**src/design/upcs_pkg.sv**
```systemverilog
// package with register map, field layout and carrier types for the port connect/enable status block
// What this block does
// - in host mode the enable change flag is set only when the port becomes disabled by disconnect or end-of-frame fault.
// - software clears the enable change flag by writing one to it and the block clears it on that write.
// - in device mode the enable change flag reads zero.
// - in host mode with port power off, connect status, connect change, enabled and enable change read zero.
// - in host mode a software write of one to the enabled bit does not enable the port.
// - in host mode the port is enabled only by the controller at the end of its reset-and-enable sequence.
// - the enabled bit clears on a fault such as disconnect and on a software write of zero.
// - the enabled bit follows the port state machine and changes only once that state is really entered.
// - while disabled, downstream data traffic is blocked but reset signalling still passes.
// - in device mode the enabled bit reads one.
// - in host mode the connect change flag is set on every change of connect status and stays set.
// - software clears the connect change flag by writing one to it and the block clears it on that write.
// - in device mode the connect change flag is undefined and no logic relies on it.
// - in host mode the connect status reads one while a device is present.
// - in device mode the connect status reads one once attached at high or full speed.
// - in device mode the connect status reads zero on failed attach or run bit cleared, and ignores suspend.
package upcs_pkg;
    localparam logic [11:0] UPCS_ADDR_STATUS_CONTROL = 12'h000;
    localparam logic [11:0] UPCS_ADDR_IRQ_STATUS     = 12'h004;
    localparam logic [11:0] UPCS_ADDR_IRQ_MASK       = 12'h008;
    localparam logic [11:0] UPCS_ADDR_CONTROL        = 12'h00C;

    localparam int UPCS_BIT_CONNECT_PRESENT = 0;
    localparam int UPCS_BIT_CONNECT_CHANGE  = 1;
    localparam int UPCS_BIT_PORT_ENABLED    = 2;
    localparam int UPCS_BIT_ENABLE_CHANGE   = 3;
    localparam int UPCS_BIT_PORT_POWER      = 12;
    localparam int UPCS_BIT_RUN             = 0;
    localparam int UPCS_BIT_HOST_MODE       = 1;

    localparam int UPCS_IRQ_CONNECT_CHANGE = 0;
    localparam int UPCS_IRQ_ENABLE_CHANGE  = 1;
    localparam int UPCS_IRQ_BITS           = 2;

    localparam logic [31:0] UPCS_RESET_CONTROL = 32'h0000_0000;
    localparam logic [31:0] UPCS_READ_ZERO     = 32'h0000_0000;

    // requests from the port state machine
    typedef struct packed {
        logic devicePresent;
        logic resetEnableDone;
        logic portFault;
        logic disabledEntered;
        logic attached;
    } upcs_port_in_t;

    // traffic into the downstream data path
    typedef struct packed {
        logic dataValid;
        logic resetSignal;
    } upcs_down_t;
endpackage

```
**src/design/upcs_port_status.sv**
```systemverilog
// port connect and enable status bits behind an apb slave
`timescale 1ns/1ps
module upcs_port_status #(
    parameter int ADDR_W = 12
) (
    // clock and reset
    input  wire logic                  clk,
    input  wire logic                  rst,
    // apb slave
    input  wire logic                  psel,
    input  wire logic                  penable,
    input  wire logic                  pwrite,
    input  wire logic [ADDR_W-1:0]     paddr,
    input  wire logic [31:0]           pwdata,
    output logic      [31:0]           prdata,
    output logic                       pready,
    output logic                       pslverr,
    // port side, from other clock domains
    input  wire upcs_pkg::upcs_port_in_t portIn,
    input  wire upcs_pkg::upcs_down_t    downIn,
    // gated downstream traffic
    output upcs_pkg::upcs_down_t         downOut,
    // controller side
    output logic                       hostMode,
    output logic                       runBit,
    output logic                       portPower,
    output logic                       disableReq,
    output logic                       irq
);
    // elaboration checks: the decode looks at twelve address bits and every field must fit one word
    initial begin
        if (ADDR_W < 4) begin
            $error("ADDR_W too small");
        end
        if (ADDR_W > 32) begin
            $error("ADDR_W too large");
        end
        if (upcs_pkg::UPCS_IRQ_BITS < 1 || upcs_pkg::UPCS_IRQ_BITS > 32) begin
            $error("irq field does not fit a word");
        end
        if (upcs_pkg::UPCS_BIT_PORT_POWER > 31) begin
            $error("port power bit outside the word");
        end
        if (upcs_pkg::UPCS_BIT_HOST_MODE > 31 || upcs_pkg::UPCS_BIT_RUN > 31) begin
            $error("control bits outside the word");
        end
        if (upcs_pkg::UPCS_BIT_ENABLE_CHANGE > 31) begin
            $error("status bits outside the word");
        end
    end

    // synchronisers
    upcs_pkg::upcs_port_in_t portMeta_q;
    upcs_pkg::upcs_port_in_t portSync_q;
    upcs_pkg::upcs_down_t    downMeta_q;
    upcs_pkg::upcs_down_t    downSync_q;
    always_ff @(posedge clk) begin
        if (rst) begin
            portMeta_q <= '0;
            portSync_q <= '0;
            downMeta_q <= '0;
            downSync_q <= '0;
        end else begin
            portMeta_q <= portIn;
            portSync_q <= portMeta_q;
            downMeta_q <= downIn;
            downSync_q <= downMeta_q;
        end
    end

    // apb decode
    logic access;
    logic wrEn;
    logic rdEn;
    logic [11:0] addr12;
    logic mapped;
    assign access = psel && penable && pready;
    assign wrEn   = access && pwrite;
    assign rdEn   = access && !pwrite;
    assign addr12 = 12'(paddr);
    logic hitStatus;
    logic hitIrq;
    logic hitMask;
    logic hitCtrl;
    assign hitStatus = addr12 == upcs_pkg::UPCS_ADDR_STATUS_CONTROL;
    assign hitIrq    = addr12 == upcs_pkg::UPCS_ADDR_IRQ_STATUS;
    assign hitMask   = addr12 == upcs_pkg::UPCS_ADDR_IRQ_MASK;
    assign hitCtrl   = addr12 == upcs_pkg::UPCS_ADDR_CONTROL;
    assign mapped    = hitStatus || hitIrq || hitMask || hitCtrl;

    logic wrStatus;
    logic wrMask;
    logic wrCtrl;
    logic rdIrq;
    assign wrStatus = wrEn && addr12 == upcs_pkg::UPCS_ADDR_STATUS_CONTROL;
    assign wrMask   = wrEn && addr12 == upcs_pkg::UPCS_ADDR_IRQ_MASK;
    assign wrCtrl   = wrEn && addr12 == upcs_pkg::UPCS_ADDR_CONTROL;
    assign rdIrq    = rdEn && addr12 == upcs_pkg::UPCS_ADDR_IRQ_STATUS;

    // control: run bit and mode
    logic [31:0] ctrl_q;
    always_ff @(posedge clk) begin
        if (rst) begin
            ctrl_q <= upcs_pkg::UPCS_RESET_CONTROL;
        end else if (wrCtrl) begin
            ctrl_q <= pwdata;
        end
    end
    logic isHost;
    logic isRun;
    assign isHost = ctrl_q[upcs_pkg::UPCS_BIT_HOST_MODE];
    assign isRun  = ctrl_q[upcs_pkg::UPCS_BIT_RUN];

    // port power
    logic power_q;
    always_ff @(posedge clk) begin
        if (rst) begin
            power_q <= 1'b0;
        end else if (wrStatus) begin
            power_q <= pwdata[upcs_pkg::UPCS_BIT_PORT_POWER];
        end
    end

    logic live;
    assign live = isHost && power_q;

    // connect status
    logic present_q;
    logic presentNow;
    assign presentNow = isHost ? (power_q && portSync_q.devicePresent)
                               : (isRun && portSync_q.attached);
    always_ff @(posedge clk) begin
        if (rst) begin
            present_q <= 1'b0;
        end else begin
            present_q <= presentNow;
        end
    end

    // connect change
    logic connChg_q;
    logic connSet;
    assign connSet = live && (presentNow != present_q);
    always_ff @(posedge clk) begin
        if (rst || !live) begin
            connChg_q <= 1'b0;
        end else if (connSet) begin
            connChg_q <= 1'b1;
        end else if (wrStatus && pwdata[upcs_pkg::UPCS_BIT_CONNECT_CHANGE]) begin
            connChg_q <= 1'b0;
        end
    end

    // port enabled, follows the port state machine
    logic enabled_q;
    logic disEvent;
    logic faultSeen;
    logic deviceGone;
    // only a disconnect or a bus fault flags a change; a software disable does not
    assign faultSeen  = portSync_q.portFault;
    assign deviceGone = !presentNow;
    assign disEvent   = live && enabled_q && portSync_q.disabledEntered && (faultSeen || deviceGone);
    always_ff @(posedge clk) begin
        if (rst || !live) begin
            enabled_q <= 1'b0;
        end else if (portSync_q.disabledEntered) begin
            enabled_q <= 1'b0;
        end else if (portSync_q.resetEnableDone) begin
            enabled_q <= 1'b1;
        end
    end

    // software disable request, held until the state machine reports disabled
    logic disReq_q;
    always_ff @(posedge clk) begin
        if (rst || !live) begin
            disReq_q <= 1'b0;
        end else if (wrStatus && !pwdata[upcs_pkg::UPCS_BIT_PORT_ENABLED] && enabled_q) begin
            disReq_q <= 1'b1;
        end else if (portSync_q.disabledEntered || !enabled_q) begin
            disReq_q <= 1'b0;
        end
    end

    // enable change
    logic enChg_q;
    always_ff @(posedge clk) begin
        if (rst || !live) begin
            enChg_q <= 1'b0;
        end else if (disEvent) begin
            enChg_q <= 1'b1;
        end else if (wrStatus && pwdata[upcs_pkg::UPCS_BIT_ENABLE_CHANGE]) begin
            enChg_q <= 1'b0;
        end
    end

    logic enabledView;
    assign enabledView = isHost ? enabled_q : 1'b1;

    // downstream gating
    always_ff @(posedge clk) begin
        if (rst) begin
            downOut <= '0;
        end else begin
            downOut.dataValid   <= downSync_q.dataValid && enabledView;
            downOut.resetSignal <= downSync_q.resetSignal;
        end
    end

    // interrupt status and mask
    logic [upcs_pkg::UPCS_IRQ_BITS-1:0] irqSt_q;
    logic [upcs_pkg::UPCS_IRQ_BITS-1:0] irqMask_q;
    logic [upcs_pkg::UPCS_IRQ_BITS-1:0] irqEv;
    assign irqEv[upcs_pkg::UPCS_IRQ_CONNECT_CHANGE] = connSet;
    assign irqEv[upcs_pkg::UPCS_IRQ_ENABLE_CHANGE]  = disEvent;
    genvar gi;
    generate
        for (gi = 0; gi < upcs_pkg::UPCS_IRQ_BITS; gi++) begin : g_irq
            always_ff @(posedge clk) begin
                if (rst) begin
                    irqSt_q[gi] <= 1'b0;
                end else if (irqEv[gi]) begin
                    irqSt_q[gi] <= 1'b1;
                end else if (rdIrq) begin
                    irqSt_q[gi] <= 1'b0;
                end
            end
        end
    endgenerate
    always_ff @(posedge clk) begin
        if (rst) begin
            irqMask_q <= '0;
        end else if (wrMask) begin
            irqMask_q <= pwdata[upcs_pkg::UPCS_IRQ_BITS-1:0];
        end
    end
    // a read clears the sticky bits, but an event in the same cycle keeps its bit
    logic [upcs_pkg::UPCS_IRQ_BITS-1:0] irqClr;
    logic [upcs_pkg::UPCS_IRQ_BITS-1:0] irqNext;
    logic                               irqLevel;
    always_comb begin
        irqClr   = {upcs_pkg::UPCS_IRQ_BITS{rdIrq}} & ~irqEv;
        irqNext  = (irqSt_q | irqEv) & ~irqClr;
        irqLevel = |(irqNext & irqMask_q);
    end
    always_ff @(posedge clk) begin
        if (rst) begin
            irq <= 1'b0;
        end else begin
            irq <= irqLevel;
        end
    end

    // status word as software sees it
    logic [31:0] statusWord;
    always_comb begin
        statusWord = upcs_pkg::UPCS_READ_ZERO;
        statusWord[upcs_pkg::UPCS_BIT_CONNECT_PRESENT] = present_q;
        statusWord[upcs_pkg::UPCS_BIT_CONNECT_CHANGE]  = connChg_q;
        statusWord[upcs_pkg::UPCS_BIT_PORT_ENABLED]    = enabledView;
        statusWord[upcs_pkg::UPCS_BIT_ENABLE_CHANGE]   = enChg_q;
        statusWord[upcs_pkg::UPCS_BIT_PORT_POWER]      = power_q;
    end

    // read mux
    logic [31:0] rdVal;
    always_comb begin
        rdVal = upcs_pkg::UPCS_READ_ZERO;
        case (addr12)
            upcs_pkg::UPCS_ADDR_STATUS_CONTROL: begin
                rdVal = statusWord;
            end
            upcs_pkg::UPCS_ADDR_IRQ_STATUS: begin
                rdVal[upcs_pkg::UPCS_IRQ_BITS-1:0] = irqSt_q;
            end
            upcs_pkg::UPCS_ADDR_IRQ_MASK: begin
                rdVal[upcs_pkg::UPCS_IRQ_BITS-1:0] = irqMask_q;
            end
            upcs_pkg::UPCS_ADDR_CONTROL: begin
                rdVal = ctrl_q;
            end
            default: begin
                rdVal = upcs_pkg::UPCS_READ_ZERO;
            end
        endcase
    end

    // apb answer: no wait state, ready in the first access cycle
    logic        setupPhase;
    logic        readyNext;
    logic        errNext;
    logic [31:0] dataNext;
    always_comb begin
        setupPhase = psel && !penable;
        readyNext  = setupPhase;
        errNext    = setupPhase && !mapped;
        dataNext   = upcs_pkg::UPCS_READ_ZERO;
        if (setupPhase && !pwrite) begin
            dataNext = rdVal;
        end
    end
    always_ff @(posedge clk) begin
        if (rst) begin
            pready  <= 1'b0;
            prdata  <= upcs_pkg::UPCS_READ_ZERO;
            pslverr <= 1'b0;
        end else begin
            pready  <= readyNext;
            prdata  <= dataNext;
            pslverr <= errNext;
        end
    end

    // controller side outputs: mode and run bit
    always_ff @(posedge clk) begin
        if (rst) begin
            hostMode <= 1'b0;
            runBit   <= 1'b0;
        end else begin
            hostMode <= isHost;
            runBit   <= isRun;
        end
    end

    // port power to the port switch
    always_ff @(posedge clk) begin
        if (rst) begin
            portPower <= 1'b0;
        end else begin
            portPower <= power_q;
        end
    end

    // disable request to the port state machine
    always_ff @(posedge clk) begin
        if (rst) begin
            disableReq <= 1'b0;
        end else begin
            disableReq <= disReq_q;
        end
    end
endmodule

```
**config.mk**
```make
export PLATFORM = sky130hd
export DESIGN_NAME = upcs_port_status
export DESIGN_NICKNAME = d
export VERILOG_FILES = /design/src/design/upcs_pkg.sv /design/src/design/upcs_port_status.sv
export SDC_FILE = /design/constraint.sdc
export NUM_CORES = 1
export LEC_CHECK = 0
export ABC_AREA = 1
export BUFFER_PORTS_ARGS = -buffer_cell sky130_fd_sc_hd__clkbuf_2
export CORE_MARGIN = 5
export CORE_UTILIZATION = 51
export CTS_CLUSTER_DIAMETER = 100
export DETAILED_ROUTE_END_ITERATION = 16
export GPL_TIMING_DRIVEN = 0
export PLACE_DENSITY_LB_ADDON = 0.05
export SYNTH_ARGS = -nofsm -noshare
export SYNTH_HDL_FRONTEND = slang
export SYNTH_SLANG_ARGS = --single-unit
```
**constraint.sdc**
```tcl
create_clock -name clk -period 1.5 [get_ports clk]
set_clock_uncertainty 0.05 [all_clocks]
set_input_delay 0.3 -clock clk [delete_from_list [all_inputs] [get_ports clk]]
set_output_delay 0.3 -clock clk [all_outputs]
set_load 0.01 [all_outputs]
```
==> results.rst <==
.. list-table::
   :header-rows: 1

   * - Metric
     - Value
   * - CTS HTree Levels
     - 3
   * - Clock buffers created by TritonCTS
     - 9
   * - Library cell with the largest summed area after synthesis
     - sky130_fd_sc_hd__dfxtp_1
   * - Cell Int Power
     - 3.48 mW
   * - Proportion of layout cells with a drive suffix above 1
     - 0.261
   * - Simple-gate portion of the synthesized area
     - 0.177
   * - Input/output buffers
     - 96
   * - Net switching power of the design
     - 0.950 mW
   * - Effective utilization at floorplan
     - 0.524
   * - Pin count of the biggest net entering global routing
     - 16
   * - Final worst path period need
     - 1.36 ns
   * - Critical path data arrival time
     - 1.55 ns
   * - Count of nets left with antenna violations after detail routing
     - 0
   * - Leading cell type by number of instances after synthesis
     - sky130_fd_sc_hd__dfxtp_1
   * - Final core utilization
     - 0.645
   * - Synth-to-layout area growth
     - 23.2%
   * - Detailed-router iteration count before antenna repair
     - 4
   * - Clk slew on worst S/H paths
     - 0.09 ns
   * - Fraction of registers with async set or reset after synthesis
     - 0
   * - Total via count after detailed routing
     - 2736
   * - Final std cell area, no fill
     - 4100 sq um
   * - Core area
     - 6350 sq um
   * - Remaining Overflow, GRT
     - 0
   * - Ant. Diodes
     - 0
   * - Category of the most critical setup path
     - flop to flop
   * - Antenna violations before repair
     - 0
   * - Number of flip-flops and latches in the synthesized netlist
     - 97
   * - Boundary pin count
     - 97
   * - Prevailing post-synth register cell
     - sky130_fd_sc_hd__dfxtp_1
   * - Static leakage power
     - 1.76 nW
   * - Endpoint kind of the worst setup timing path
     - flop
   * - DRC violations left
     - 0
   * - HPWL after DPL
     - 5.29 mm
   * - Wire length reported by the detailed router
     - 7.13 mm
   * - Filler Cells Inserted
     - 569
   * - Power share of the combinational group
     - 0.043
   * - Number of enable flip-flop cells after synthesis
     - 0
   * - CTS tree
     - done
   * - Final hold slack
     - 0.0794 ns
   * - Synth top area share
     - 0.584
   * - Number of pins exceeding their max-slew limit in the final report
     - 0
   * - Weighted congestion at the end of routability-driven global placement
     - 0.884
   * - RSZ-0062 raised after global routing
     - no
   * - Synthesized-area fraction occupied by xor and xnor cells
     - 0
   * - Ys Warns
     - 0
   * - Area enclosed by the die boundary
     - 8240 sq um
   * - Buffer cell driving the clock tree root
     - sky130_fd_sc_hd__clkbuf_8
   * - Buffers from clock root to sink, at most
     - 2
   * - Cell area after synthesis
     - 3330 sq um
   * - Synth cell types
     - 23
   * - Via count of the first global-routing pass
     - 2656
   * - Count of routing violations after the opening detailed-route iteration
     - 93
   * - CP Launch Type
     - flop
   * - Portion of the post-synthesis area used by sequential elements
     - 0.584
   * - Leading post-synthesis cells by instance count
     - sky130_fd_sc_hd__dfxtp_1 (97), sky130_fd_sc_hd__inv_1 (65), sky130_fd_sc_hd__nor2_1 (43)
   * - Clock network power share
     - 0.370
   * - Actual transition at the worst max-transition pin
     - 0.600 ns
   * - Placed Area
     - 3900 sq um
   * - Combinational family with the most area after synthesis
     - simple AND/OR/NAND/NOR gates
   * - Max capacitance violation total
     - 0
   * - Final number of setup-violating endpoints
     - 0
   * - Final clock period utilization by the worst path
     - 0.909
   * - Number of clock sinks seen by CTS
     - 97
   * - Hold buffer count at cts
     - 0
   * - Sw Ratio
     - 0.214
   * - Layout net count
     - 550
   * - Overall die width
     - 90.8 microns
   * - Headroom to the max-slew limit
     - 0.600
   * - Post-synthesis average cell area
     - 8.60 sq um
   * - Vias/cell
     - 4.76
   * - Nets in the synthesized netlist
     - 443
   * - Post-layout total power
     - 4.43 mW
   * - Fraction of the mapped netlist area in adder cells
     - 0
   * - Result of the run
     - finished clean
   * - Site Rows
     - 29
   * - GR Util All Layers
     - 0.179
   * - Vert. Die Dim
     - 90.8 microns
   * - Synthesized-area fraction occupied by ao, oa, aoi and oai cells
     - 0.124
   * - Share of synthesized area spent on multiplexers
     - 0
   * - Critical path required time
     - 1.69 ns
   * - Later-pin clock latency in the skew report
     - 0.35 ns
   * - Worst min-delay path category
     - primary input to flop
   * - Wire length of the first global-routing pass
     - 12.1 mm
   * - Count of mapped cells out of synthesis
     - 387
   * - Maximum vdd ir drop
     - 0.000714 V
   * - Crit Path Max Fanout
     - 10
   * - Mean routed wirelength per cell
     - 12.4 microns
   * - Cell types with the largest area share after synthesis
     - sky130_fd_sc_hd__dfxtp_1 (58%), sky130_fd_sc_hd__inv_1 (7.3%), sky130_fd_sc_hd__a21oi_1 (5.7%)
   * - Top achievable clock speed
     - 733 MHz
   * - Sequential Power Share
     - 0.587
   * - PwrDens
     - 1080 nW/um^2
   * - Hold Fails Final Rpt
     - 0
what timing repair did:
action	CTS	global route
resized for setup	0	2
setup buffers	0	0
endpoints found under the setup margin	0	3
final timing paths:
check	to	from	slack [ns]	cells after the start
hold / removal	downMeta_q[1]$_SDFF_PP0_	downIn[1]	0.08	3
setup reg to reg	ctrl_q[24]$_SDFFE_PP0P_	pready$_SDFF_PP0_	0.14	6
hold reg to reg	downSync_q[1]$_SDFF_PP0_	downMeta_q[1]$_SDFF_PP0_	0.36	2
setup / recovery	ctrl_q[24]$_SDFFE_PP0P_	pready$_SDFF_PP0_	0.14	6
placed cells by master (no fill, tap or decap), drive strengths merged:
cell type and count:
nor2 44, nand2 24, nor3 31, inv 66, clkinvlp 1, nand3 20, clkinv 3, and2 1
nand4 5, bufinv 1, o21ai 39, a21oi 38, buf 10, clkbuf 115, o22ai 3, dfxtp 97
logic make-up (layout without fill, tap and decap cells):
group	count (synthesis)	in the layout
buffers and inverters	85	196
flip-flops	97	97
AO/OA/AOI/OAI	80	80
AND/OR/NAND/NOR	125	125
routing by layer:
metal  track usage  wire (microns)  part of all wire  up-vias
met5             0               0                 0        -
met4        0.0757             161             0.023        0
met3        0.0408             478             0.067       14
met2         0.301            3340              0.47       81
met1         0.217            3150              0.44     1188
li1              -               -                 -     1453
state kept, by name, summed over array words and instances (netlist names), 2 cells and up:
| register | flops |
|---|---|
| ctrl_q | 32 |
| prdata | 32 |
| portMeta_q | 5 |
| portSync_q | 4 |
| downMeta_q | 2 |
| downOut | 2 |
| downSync_q | 2 |
| irqMask_q | 2 |
| irqSt_q | 2 |
stage by stage:
step,setup TNS [ns],setup slack [ns],std cells
finish,0,0.137,575
CTS,0,0.0745,575
detailed placement,-4.93,-0.156,560
global route,0,0.0545,575
floorplan,0,0.168,387
global placement,-3.74,-0.136,560
cell type report:
cell class	count	area, sq um	share of cell area
Inverter	66	248	0.0605
Tap cell	77	96.3	0.0235
Clock buffer	10	138	0.0336
Timing Repair Buffer	96	480	0.117
Buffer	19	136	0.0333
Sequential cell	97	1940	0.474
Multi-Input combinational cell	205	1000	0.244
Clock inverter	5	56.3	0.0137
power by group through the flow:
stage	clock [mW]	combinational (mW)	sequential, mW
floorplan	0	0.0821	2.66
global placement	0	0.189	2.66
detailed placement	0	0.190	2.66
CTS	1.69	0.193	2.60
global route	1.80	0.217	2.60
finish	1.64	0.191	2.60
critical path, stage by stage (launching register included):
cell,delay (ns)
sky130_fd_sc_hd__dfxtp_1,0.37
sky130_fd_sc_hd__nand4_1,0.12
sky130_fd_sc_hd__inv_2,0.14
sky130_fd_sc_hd__nand3_4,0.17
sky130_fd_sc_hd__buf_6,0.20
sky130_fd_sc_hd__o21ai_1,0.14
sky130_fd_sc_hd__a21oi_1,0.06
(Power assumes the default switching activity.)
